--- config.mk ---
export PLATFORM = sky130hd
export DESIGN_NAME = tstmc_top
export DESIGN_NICKNAME = d
export VERILOG_FILES = /design/src/shared/tstmc_pkg.sv /design/src/hdl/tstmc_top.sv
export SDC_FILE = /design/constraint.sdc
export NUM_CORES = 1
export LEC_CHECK = 0
export BUFFER_PORTS_ARGS = -buffer_cell sky130_fd_sc_hd__buf_2
export CAP_MARGIN = 20
export CORE_ASPECT_RATIO = 1.4
export CORE_MARGIN = 10
export CORE_UTILIZATION = 51
export DETAILED_ROUTE_END_ITERATION = 6
export GPL_ROUTABILITY_DRIVEN = 0
export PLACE_DENSITY = 0.72
export SLEW_MARGIN = 20
export SYNTH_ARGS = -nofsm -noshare
export SYNTH_HDL_FRONTEND = slang
export SYNTH_SLANG_ARGS = --single-unit
--- constraint.sdc ---
create_clock -name clock_i -period 12.3 [get_ports clock_i]
set_input_delay 0.615 -clock clock_i [delete_from_list [all_inputs] [get_ports clock_i]]
set_output_delay 0.615 -clock clock_i [all_outputs]
set_load 0.02 [all_outputs]
--- src/shared/tstmc_pkg.sv ---
// Constants, register layout and types of the two-signal T muting supervisor.
package tstmc_pkg;

    // ------------------------------------------------------------
    // Time base
    // ------------------------------------------------------------
    localparam int CLK_MHZ     = 100;
    localparam int TICK_US     = 1000;
    localparam int TICK_CYCLES = TICK_US * CLK_MHZ;
    localparam logic [25:0] MS_PER_S   = 26'h00003e8;
    localparam logic [25:0] MS_PER_MIN = 26'h000ea60;

    // ------------------------------------------------------------
    // Register map (word index = byte address / 4)
    // ------------------------------------------------------------
    localparam logic [2:0] IDX_LIM  = 3'h4;
    localparam logic [2:0] IDX_STAT = 3'h5;
    localparam logic [2:0] IDX_IRQ  = 3'h6;
    localparam logic [2:0] IDX_MASK = 3'h7;
    localparam logic [1:0] RESP_OK  = 2'h0;
    localparam logic [1:0] RESP_ERR = 2'h2;

    localparam logic [4:0][31:0] CFG_RST  = '{32'h00020258, 32'h07d00000, 32'h00000000,
                                              32'h00040064, 32'h00000000};
    localparam logic [4:0][31:0] CFG_MASK = '{32'h71ffffff, 32'h0fff03ff, 32'h03ff03ff,
                                              32'h001f03ff, 32'h0000003f};

    // ------------------------------------------------------------
    // Interrupt event positions
    // ------------------------------------------------------------
    localparam int NEV        = 6;
    localparam int EV_START   = 0;
    localparam int EV_END     = 1;
    localparam int EV_REJECT  = 2;
    localparam int EV_TMO     = 3;
    localparam int EV_OVR_END = 4;
    localparam int EV_LAMP    = 5;

    // Configuration words, word 4 first.
    typedef struct packed {
        logic        r4a;
        logic [2:0]  tol;
        logic [2:0]  r4b;
        logic [8:0]  ovr_min;
        logic [15:0] tmo;
        logic [3:0]  r3a;
        logic [11:0] teach;
        logic [5:0]  r3b;
        logic [9:0]  dly;
        logic [5:0]  r2a;
        logic [9:0]  act;
        logic [5:0]  r2b;
        logic [9:0]  deact;
        logic [10:0] r1a;
        logic [4:0]  gmax;
        logic [5:0]  r1b;
        logic [9:0]  gmin;
        logic [25:0] r0;
        logic        inf;
        logic        manual;
        logic        ovr_edge;
        logic        lamp;
        logic        top;
        logic        dyn;
    } tstmc_cfg_type;

    typedef enum logic [2:0] {
        ST_IDLE = 3'b000,
        ST_ONE  = 3'b001,
        ST_MUTE = 3'b010,
        ST_HOLD = 3'b011,
        ST_LOCK = 3'b100,
        ST_OVR  = 3'b101,
        ST_ILK  = 3'b110
    } tstmc_state_type;

endpackage : tstmc_pkg

--- src/hdl/tstmc_top.sv ---
// Two-signal T muting supervisor with AXI4-Lite registers and interrupt.
//
// The AXI4-Lite slave port and the placing of the registers were left to the implementer.
`timescale 1ns/1ps

module tstmc_top #(
    parameter int ADDR_W      = 8,
    parameter int BEAMS       = 32,
    parameter int TICK_CYCLES = tstmc_pkg::TICK_CYCLES
) (
    input  wire logic             clock_i,
    input  wire logic             rst_i,
    input  wire logic             first_mute_input_i,
    input  wire logic             second_mute_input_i,
    input  wire logic             override_i,
    input  wire logic             restart_i,
    input  wire logic             lamp_ok_i,
    input  wire logic             curtain_on_i,
    input  wire logic [BEAMS-1:0] beams_i,
    output logic                  muting_o,
    output logic                  override_active_o,
    output logic                  safety_o,
    output logic                  interlock_o,
    output logic                  lamp_fault_o,
    output logic                  irq_o,
    input  wire logic [ADDR_W-1:0] axi_awaddr_i,
    input  wire logic             axi_awvalid_i,
    output logic                  axi_awready_o,
    input  wire logic [31:0]      axi_wdata_i,
    input  wire logic [3:0]       axi_wstrb_i,
    input  wire logic             axi_wvalid_i,
    output logic                  axi_wready_o,
    output logic [1:0]            axi_bresp_o,
    output logic                  axi_bvalid_o,
    input  wire logic             axi_bready_i,
    input  wire logic [ADDR_W-1:0] axi_araddr_i,
    input  wire logic             axi_arvalid_i,
    output logic                  axi_arready_o,
    output logic [31:0]           axi_rdata_o,
    output logic [1:0]            axi_rresp_o,
    output logic                  axi_rvalid_o,
    input  wire logic             axi_rready_i
);

    typedef struct packed {
        logic [4:0][31:0]          cfgw;
        tstmc_pkg::tstmc_state_type st;
        logic [4:0]                sy1;
        logic [4:0]                sy2;
        logic [4:0]                sy3;
        logic [4:0]                in_q;
        logic [1:0]                f;
        logic [1:0][9:0]           fc;
        logic [31:0]               tick_cnt;
        logic                      tick;
        logic [25:0]               cnt;
        logic [11:0]               tcnt;
        logic                      taught;
        logic [5:0]                maxh;
        logic                      lamp_flt;
        logic                      ovr_prev;
        logic                      rst_prev;
        logic [tstmc_pkg::NEV-1:0] stat;
        logic [tstmc_pkg::NEV-1:0] mask;
        logic                      aw_got;
        logic                      w_got;
        logic [ADDR_W-1:0]         awaddr;
        logic [31:0]               wdata;
        logic [3:0]                wstrb;
        logic                      aw_rdy;
        logic                      w_rdy;
        logic                      bvalid;
        logic [1:0]                bresp;
        logic                      ar_rdy;
        logic                      rvalid;
        logic [31:0]               rdata;
        logic [1:0]                rresp;
        logic                      mute;
        logic                      ovr;
        logic                      safe;
        logic                      ilk;
        logic                      irq;
    } tstmc_core_type;

    tstmc_core_type            r;
    tstmc_core_type            next_r;
    tstmc_pkg::tstmc_cfg_type  c;
    logic [tstmc_pkg::NEV-1:0] ev;
    logic [tstmc_pkg::NEV-1:0] clr;
    logic [BEAMS-1:0]          bv;
    logic [5:0]                hgt;
    logic [25:0]               gmin;
    logic [25:0]               gmax;
    logic [25:0]               tmo_ms;
    logic [25:0]               ovr_ms;
    logic [9:0]                lim;
    logic                      both;
    logic                      any;
    logic                      ovr_rise;
    logic                      rst_rise;
    logic [2:0]                widx;
    logic [2:0]                ridx;
    logic                      wbad;
    logic                      rbad;

    function automatic logic [31:0] tstmc_merge(input logic [31:0] old_v,
                                                input logic [31:0] new_v,
                                                input logic [3:0]  strb);
        logic [31:0] res;
        res = old_v;
        for (int i = 0; i < 4; i++) begin
            if (strb[i]) begin
                res[8*i +: 8] = new_v[8*i +: 8];
            end
        end
        return res;
    endfunction : tstmc_merge

    // ------------------------------------------------------------
    // Next state
    // ------------------------------------------------------------
    always_comb begin
        next_r = r;
        c      = r.cfgw;
        ev     = '0;
        clr    = '0;
        gmin   = 26'(c.gmin);
        gmax   = 26'(26'(c.gmax) * tstmc_pkg::MS_PER_S);
        tmo_ms = 26'(26'(c.tmo) * tstmc_pkg::MS_PER_S);
        ovr_ms = 26'(26'(c.ovr_min) * tstmc_pkg::MS_PER_MIN);
        both   = (r.f == 2'h3);
        any    = |r.f;
        ovr_rise = r.in_q[2] & ~r.ovr_prev;
        rst_rise = r.in_q[3] & ~r.rst_prev;
        next_r.ovr_prev = r.in_q[2];
        next_r.rst_prev = r.in_q[3];
        lim    = '0;

        // Mute, override, restart and lamp inputs take three stages; a level counts once stages two and three agree.
        next_r.sy1 = {lamp_ok_i, restart_i, override_i, second_mute_input_i, first_mute_input_i};
        next_r.sy2 = r.sy1;
        next_r.sy3 = r.sy2;
        for (int i = 0; i < 5; i++) begin
            if (r.sy2[i] == r.sy3[i]) begin
                next_r.in_q[i] = r.sy2[i];
            end
        end

        next_r.tick = 1'b0;
        if (r.tick_cnt == 32'(TICK_CYCLES - 1)) begin
            next_r.tick_cnt = '0;
            next_r.tick     = 1'b1;
        end else begin
            next_r.tick_cnt = r.tick_cnt + 32'h1;
        end
        if (r.tick) begin
            next_r.cnt = r.cnt + 26'h1;
        end

        for (int i = 0; i < 2; i++) begin
            lim = r.f[i] ? c.deact : c.act;
            if (r.in_q[i] != r.f[i]) begin
                if (r.fc[i] >= lim) begin
                    next_r.f[i]  = r.in_q[i];
                    next_r.fc[i] = '0;
                end else if (r.tick) begin
                    next_r.fc[i] = r.fc[i] + 10'h1;
                end
            end else begin
                next_r.fc[i] = '0;
            end
        end

        // Beam order reversed for inverted mounting.
        hgt = '0;
        for (int b = 0; b < BEAMS; b++) begin
            bv[b] = c.top ? beams_i[BEAMS-1-b] : beams_i[b];
            if (bv[b]) begin
                hgt = 6'(b + 1);
            end
        end

        next_r.lamp_flt = c.lamp & ~r.in_q[4];
        ev[tstmc_pkg::EV_LAMP] = next_r.lamp_flt & ~r.lamp_flt;

        unique case (r.st)
            tstmc_pkg::ST_IDLE: begin
                next_r.cnt = '0;
                if (ovr_rise) begin
                    next_r.st = tstmc_pkg::ST_OVR;
                end else if (curtain_on_i && !r.lamp_flt && any) begin
                    if (!both) begin
                        next_r.st = tstmc_pkg::ST_ONE;
                    end else if (gmin == 26'h0) begin
                        next_r.st = tstmc_pkg::ST_MUTE;
                        ev[tstmc_pkg::EV_START] = 1'b1;
                    end else begin
                        next_r.st = tstmc_pkg::ST_LOCK;
                        ev[tstmc_pkg::EV_REJECT] = 1'b1;
                    end
                    next_r.tcnt   = '0;
                    next_r.taught = 1'b0;
                    next_r.maxh   = '0;
                end
            end
            tstmc_pkg::ST_ONE: begin
                if (!any) begin
                    next_r.st = tstmc_pkg::ST_IDLE;
                end else if (r.cnt >= gmax) begin
                    next_r.st = tstmc_pkg::ST_LOCK;
                    ev[tstmc_pkg::EV_REJECT] = 1'b1;
                end else if (both && r.cnt < gmin) begin
                    next_r.st = tstmc_pkg::ST_LOCK;
                    ev[tstmc_pkg::EV_REJECT] = 1'b1;
                end else if (both) begin
                    next_r.st  = tstmc_pkg::ST_MUTE;
                    next_r.cnt = '0;
                    ev[tstmc_pkg::EV_START] = 1'b1;
                end
            end
            tstmc_pkg::ST_MUTE: begin
                if (!r.taught) begin
                    if (hgt > r.maxh) begin
                        next_r.maxh = hgt;
                    end
                    if (r.tick) begin
                        next_r.tcnt = r.tcnt + 12'h1;
                    end
                    next_r.taught = (r.tcnt >= c.teach);
                end
                if (!both) begin
                    next_r.st  = (c.dly == 10'h0) ? tstmc_pkg::ST_LOCK : tstmc_pkg::ST_HOLD;
                    next_r.cnt = '0;
                    ev[tstmc_pkg::EV_END] = (c.dly == 10'h0);
                end else if (!c.inf && r.cnt >= tmo_ms) begin
                    next_r.st = tstmc_pkg::ST_LOCK;
                    ev[tstmc_pkg::EV_TMO] = 1'b1;
                // Intrusion over taught height plus tolerance.
                end else if (c.dyn && r.taught && 7'(hgt) > 7'(r.maxh) + 7'(c.tol)) begin
                    next_r.st = tstmc_pkg::ST_LOCK;
                    ev[tstmc_pkg::EV_END] = 1'b1;
                end
            end
            tstmc_pkg::ST_HOLD: begin
                if (r.cnt >= 26'(c.dly)) begin
                    next_r.st = tstmc_pkg::ST_LOCK;
                    ev[tstmc_pkg::EV_END] = 1'b1;
                end
            end
            tstmc_pkg::ST_LOCK: begin
                next_r.cnt = '0;
                if (ovr_rise) begin
                    next_r.st = tstmc_pkg::ST_OVR;
                end else if (!any) begin
                    next_r.st = tstmc_pkg::ST_IDLE;
                end
            end
            tstmc_pkg::ST_OVR: begin
                if (r.cnt >= ovr_ms || (!c.ovr_edge && !r.in_q[2])) begin
                    ev[tstmc_pkg::EV_OVR_END] = 1'b1;
                    next_r.st = c.manual ? tstmc_pkg::ST_ILK : tstmc_pkg::ST_IDLE;
                end
            end
            tstmc_pkg::ST_ILK: begin
                if (rst_rise) begin
                    next_r.st = tstmc_pkg::ST_IDLE;
                end
            end
            default: begin
                next_r.st = tstmc_pkg::ST_IDLE;
            end
        endcase

        next_r.mute = (next_r.st == tstmc_pkg::ST_MUTE) || (next_r.st == tstmc_pkg::ST_HOLD);
        next_r.ovr  = (next_r.st == tstmc_pkg::ST_OVR);
        next_r.ilk  = (next_r.st == tstmc_pkg::ST_ILK);
        next_r.safe = !next_r.ilk && (curtain_on_i || next_r.mute || next_r.ovr);

        // ------------------------------------------------------------
        // AXI4-Lite slave
        // ------------------------------------------------------------
        widx = r.awaddr[4:2];
        wbad = |r.awaddr[ADDR_W-1:5];
        ridx = axi_araddr_i[4:2];
        rbad = |axi_araddr_i[ADDR_W-1:5];
        if (axi_awvalid_i && r.aw_rdy) begin
            next_r.aw_got = 1'b1;
            next_r.awaddr = axi_awaddr_i;
        end
        if (axi_wvalid_i && r.w_rdy) begin
            next_r.w_got = 1'b1;
            next_r.wdata = axi_wdata_i;
            next_r.wstrb = axi_wstrb_i;
        end
        if (r.bvalid && axi_bready_i) begin
            next_r.bvalid = 1'b0;
        end
        if (r.aw_got && r.w_got && !r.bvalid) begin
            next_r.aw_got = 1'b0;
            next_r.w_got  = 1'b0;
            next_r.bvalid = 1'b1;
            next_r.bresp  = wbad ? tstmc_pkg::RESP_ERR : tstmc_pkg::RESP_OK;
            if (!wbad && widx <= tstmc_pkg::IDX_LIM) begin
                next_r.cfgw[widx] = tstmc_merge(r.cfgw[widx], r.wdata, r.wstrb) & tstmc_pkg::CFG_MASK[widx];
            end else if (!wbad && widx == tstmc_pkg::IDX_IRQ) begin
                clr = tstmc_pkg::NEV'(tstmc_merge(32'h0, r.wdata, r.wstrb));
            end else if (!wbad && widx == tstmc_pkg::IDX_MASK) begin
                next_r.mask = tstmc_pkg::NEV'(tstmc_merge(32'(r.mask), r.wdata, r.wstrb));
            end
        end
        next_r.aw_rdy = !next_r.aw_got && !next_r.bvalid;
        next_r.w_rdy  = !next_r.w_got && !next_r.bvalid;

        if (r.rvalid && axi_rready_i) begin
            next_r.rvalid = 1'b0;
        end
        if (axi_arvalid_i && r.ar_rdy) begin
            next_r.rvalid = 1'b1;
            next_r.rresp  = rbad ? tstmc_pkg::RESP_ERR : tstmc_pkg::RESP_OK;
            next_r.rdata  = '0;
            if (!rbad && ridx <= tstmc_pkg::IDX_LIM) begin
                next_r.rdata = r.cfgw[ridx];
            end else if (!rbad && ridx == tstmc_pkg::IDX_STAT) begin
                next_r.rdata = {19'h0, r.taught, r.lamp_flt, r.maxh, r.f, r.st};
            end else if (!rbad && ridx == tstmc_pkg::IDX_IRQ) begin
                next_r.rdata = 32'(r.stat);
            end else if (!rbad) begin
                next_r.rdata = 32'(r.mask);
            end
        end
        next_r.ar_rdy = !next_r.rvalid;

        // Sticky events: a new event wins over a clear in the same cycle.
        next_r.stat = (r.stat & ~clr) | ev;
        next_r.irq  = |(next_r.stat & next_r.mask);
    end

    always_ff @(posedge clock_i or posedge rst_i) begin
        if (rst_i) begin
            r      <= '0;
            r.cfgw <= tstmc_pkg::CFG_RST;
        end else begin
            r <= next_r;
        end
    end

    assign muting_o          = r.mute;
    assign override_active_o = r.ovr;
    assign safety_o          = r.safe;
    assign interlock_o       = r.ilk;
    assign lamp_fault_o      = r.lamp_flt;
    assign irq_o             = r.irq;
    assign axi_awready_o     = r.aw_rdy;
    assign axi_wready_o      = r.w_rdy;
    assign axi_bvalid_o      = r.bvalid;
    assign axi_bresp_o       = r.bresp;
    assign axi_arready_o     = r.ar_rdy;
    assign axi_rvalid_o      = r.rvalid;
    assign axi_rdata_o       = r.rdata;
    assign axi_rresp_o       = r.rresp;
endmodule : tstmc_top

==> impl_metrics.json <==
{
  "cts-hold-fix-buffers": 0,
  "synth-edff-count": 0,
  "most_common_library_cell_in_the_layout_ignoring_fill_and_taps": "sky130_fd_sc_hd__dfrtp_1",
  "detail_route.iter0.violations": 1285,
  "worst_slack_ps": 4690,
  "post_synth_fa_ha_maj_area_fraction_pct": 19.6,
  "drt-pass1-iter-count": 5,
  "yosys_warnings": 0,
  "pre_cts_slack_ps": 4770,
  "primary_flip_flop_cell_chosen_by_synthesis_mapping": "sky130_fd_sc_hd__dfrtp_1",
  "fmax_ghz": 0.131,
  "clk_path_buf_depth": 3,
  "tritoncts_clock_tree": "built",
  "crit_start": "c[129]",
  "design.die.area_sq_mm": 0.0608,
  "port_buffers": 135,
  "die_height_um": 288,
  "synth_sequential_area_ratio_pct": 36.4,
  "min_from": "lamp_ok_i",
  "synth_top_family_by_area": "adder cells",
  "worstSetupStartpointType": "flop",
  "clock_insertion_delay_worst_skew_ps": 570,
  "critical_path.reg2reg.startpoint": "c[129]",
  "post_cts_setup_driven_buffer_insertion_count": 0,
  "detail_route.wirelength_um": 68900,
  "async_reset_ff_share_pct": 100,
  "min_to": "next_r[221]",
  "synth-simple-area-share_pct": 13.4,
  "cts-buffers-inserted": 40,
  "finalHoldViolCount": 0,
  "syn-instance-count": 2552,
  "timing.hold.worst_path_depth": 1,
  "layout-area-overhead-vs-synth_pct": 9.51,
  "width_of_the_chip_um": 211,
  "final.fill_count": 4271,
  "layout.cells.most_common_list": "sky130_fd_sc_hd__dfrtp_1 (364), sky130_fd_sc_hd__ha_1 (256), sky130_fd_sc_hd__nand2_1 (238)",
  "io-pin-count": 144,
  "postSynthRegisterBits": 379,
  "holdWs_ps": 148,
  "reg2regPathDepth": 24,
  "finalPower_mw": 5.55,
  "share_of_cells_above_drive_strength_1_pct": 15.6,
  "clock-root-buffer": "sky130_fd_sc_hd__clkbuf_16",
  "cts.clk_slew.worst_paths_ps": 70,
  "synth.avg_cell_area_sq_um": 10.2,
  "synth-compound-area-share_pct": 11.8,
  "drt-wirelength-per-cell_um": 20.8,
  "crit_fanout": 8,
  "fin_crit_sh_pct": 61.9,
  "grt_setup_unrepaired": "no",
  "vias": 19700,
  "area_of_the_core_sq_mm": 0.0509,
  "vdd.ir_drop.worst_mv": 0.154,
  "std_cell_rows": 98,
  "vias_in_the_first_global_route": 20600,
  "synthMuxAreaShare_pct": 9.39,
  "pwr_density_cell_mw_per_mm2": 194,
  "global_route.usage.total_pct": 22.6,
  "slew-limit-headroom_pct": 22.8,
  "report.final.slew_viol_count": 0,
  "drv.max_cap_violation_count": 0,
  "grt_first_pass_wirelength_um": 111000,
  "min_period_ps": 7610,
  "power.static_leakage_nw": 13.9,
  "finalClockSkew_ps": 31.1,
  "setup_violations_final": 0,
  "total_gr_overflow": 0,
  "cp_data_required_time_ps": 12730,
  "r2r_end": "r[229]",
  "initial_antenna_violation_count": 0,
  "setup.worst_path.class": "flop to flop",
  "critPathCaptureType": "flop",
  "data_arrival_time_of_the_critical_path_ps": 8040,
  "hold_path.class": "input pin to flop",
  "clock_sinks": 379,
  "post_synth_num_cell_types": 87,
  "run_status": "completed",
  "reg2reg_setup_slack_ps": 4690,
  "drtAntennaViolNets": 0,
  "sequential_cell_area_sq_mm": 0.00950,
  "vias_per_cell": 5.95,
  "final.setup.tns_ps": 0,
  "initial_utilization_pct": 51.3,
  "hpwl_um": 51300,
  "num-nets-final": 3079,
  "post_cts.resized_instances": 0,
  "drcViolationCount": 0,
  "worst_slew_pin_slew_ps": 1150,
  "yosys.area_share.xor_xnor_pct": 4.26,
  "grt_start_max_net_pins": 176,
  "synth_cell_area_sq_mm": 0.0261,
  "cts-htree-levels": 2,
  "multiInputGateArea_sq_mm": 0.0153
}
==> cells in the mapped netlist, types with 7 or more instances <==
library cell,count,area share (%)
sky130_fd_sc_hd__xnor2_1,57,1.9
sky130_fd_sc_hd__buf_1,10,0.14
sky130_fd_sc_hd__a31oi_1,14,0.34
sky130_fd_sc_hd__buf_2,13,0.25
sky130_fd_sc_hd__nor2_1,159,2.3
sky130_fd_sc_hd__inv_1,195,2.8
sky130_fd_sc_hd__o21ai_0,135,2.6
sky130_fd_sc_hd__nor2b_1,24,0.57
sky130_fd_sc_hd__or3_1,10,0.24
sky130_fd_sc_hd__xor2_1,70,2.3
sky130_fd_sc_hd__nor3_1,32,0.61
sky130_fd_sc_hd__o21a_1,18,0.52
sky130_fd_sc_hd__dfrtp_1,364,35
sky130_fd_sc_hd__o31ai_1,17,0.49
sky130_fd_sc_hd__a21o_1,35,1.0
sky130_fd_sc_hd__clkbuf_1,60,0.86
sky130_fd_sc_hd__a21oi_1,103,2.0
sky130_fd_sc_hd__mux2_2,96,4.1
sky130_fd_sc_hd__nand3_1,50,0.96
sky130_fd_sc_hd__a22oi_1,27,0.78
sky130_fd_sc_hd__buf_4,37,1.1
sky130_fd_sc_hd__and4_1,11,0.37
sky130_fd_sc_hd__and3_1,16,0.38
sky130_fd_sc_hd__a211oi_1,30,0.86
sky130_fd_sc_hd__mux4_2,40,3.4
sky130_fd_sc_hd__mux2i_1,47,1.8
sky130_fd_sc_hd__nand2_1,238,3.4
sky130_fd_sc_hd__dfstp_2,15,1.5
sky130_fd_sc_hd__or2_2,7,0.17
sky130_fd_sc_hd__nand4_1,33,0.79
sky130_fd_sc_hd__and2_1,77,1.8
sky130_fd_sc_hd__ha_1,256,12
sky130_fd_sc_hd__nor4_1,17,0.41
sky130_fd_sc_hd__a22o_1,7,0.23
sky130_fd_sc_hd__nand2b_1,18,0.43
sky130_fd_sc_hd__o22ai_1,13,0.31
sky130_fd_sc_hd__fa_1,93,7.1
==> metrics by stage <==
stage	utilization [%]	instance area [sq um]	std cells
after floorplan	-	26100	2554
after global placement	53.5	27200	3241
after detailed placement	53.5	27200	3241
after CTS	56.2	28600	3315
after global routing	56.2	28600	3315
final	56.2	28600	3316
==> area by class of cell <==
cell class | instances | share of cell area [%]
clock buffer | 52 | 3.94
tap | 650 | 2.84
multi-input combinational | 1860 | 53.6
inverter | 195 | 2.58
sequential | 379 | 33.2
clock inverter | 22 | 0.879
antenna | 1 | 0.00875
timing repair buffer | 157 | 2.98
==> cell families (layout without fill, tap and decap cells) <==
logic type               after synthesis  in the layout
XOR/XNOR                             127            127
other                                  1              4
buffers and inverters                315            426
AND/OR/NAND/NOR                      721            721
adder cells (fa/ha/maj)              354            354
multiplexers                         183            183
flip-flops                           379            379
AO/OA/AOI/OAI                        472            472
==> worst max path at each step <==
| stage | endpoint | slack [ps] | cells past startpoint |
|---|---|---|---|
| 6_report | r[229] | 4690 | 24 |
| 5_1_grt | r[229] | 4400 | 24 |
| 4_1_cts | r[229] | 4720 | 24 |
| 3_5_place_dp | r[229] | 4770 | 24 |
| 3_3_place_gp | r[229] | 4870 | 24 |
| 2_1_floorplan | axi_arready_o | 1180 | 1 |
==> state kept, by name, summed over array words and instances, names as in the netlist <==
name / cells
next_r: 12
axi_rdata_o: 31
lamp_fault_o: 1
r: 168
irq_o: 1
axi_bvalid_o: 1
axi_awready_o: 1
axi_arready_o: 1
axi_rresp_o: 1
axi_bresp_o: 1
override_active_o: 1
interlock_o: 1
muting_o: 1
safety_o: 1
axi_rvalid_o: 1
axi_wready_o: 1
c: 155
==> report_power, final <==
group          total [mW]  switching (mW)  internal (mW)
clock network        1.27           0.546          0.723
registers            1.76           0.321           1.43
logic                2.53            1.46           1.07
==> critical path, cell delays in order, from the launching register on <==
cell and delay (ps):
sky130_fd_sc_hd__dfrtp_1 580, sky130_fd_sc_hd__fa_1 630, sky130_fd_sc_hd__inv_1 70, sky130_fd_sc_hd__fa_1 490, sky130_fd_sc_hd__fa_1 540, sky130_fd_sc_hd__inv_1 60
sky130_fd_sc_hd__fa_1 390, sky130_fd_sc_hd__ha_1 340, sky130_fd_sc_hd__o211a_1 230, sky130_fd_sc_hd__a211oi_1 440, sky130_fd_sc_hd__a2111oi_2 130, sky130_fd_sc_hd__o2111ai_1 310
sky130_fd_sc_hd__a31oi_1 220, sky130_fd_sc_hd__a21o_1 220, sky130_fd_sc_hd__a21oi_1 160, sky130_fd_sc_hd__xor2_1 180, sky130_fd_sc_hd__ha_1 270, sky130_fd_sc_hd__a21o_1 180
sky130_fd_sc_hd__a21o_1 190, sky130_fd_sc_hd__o21ai_0 220, sky130_fd_sc_hd__or3_1 170, sky130_fd_sc_hd__a31oi_1 40, sky130_fd_sc_hd__o31ai_1 630, sky130_fd_sc_hd__a31oi_1 310
sky130_fd_sc_hd__a2111o_1 470
==> metal layers <==
metal,vias to the layer above,global-route usage [%],routed length [um]
met5,-,0,0
met4,0,11.3,3700
met3,178,3.59,4070
met2,644,39.8,35000
met1,9822,26.2,26200
li1,9095,-,-
(Power assumes the default switching activity.)
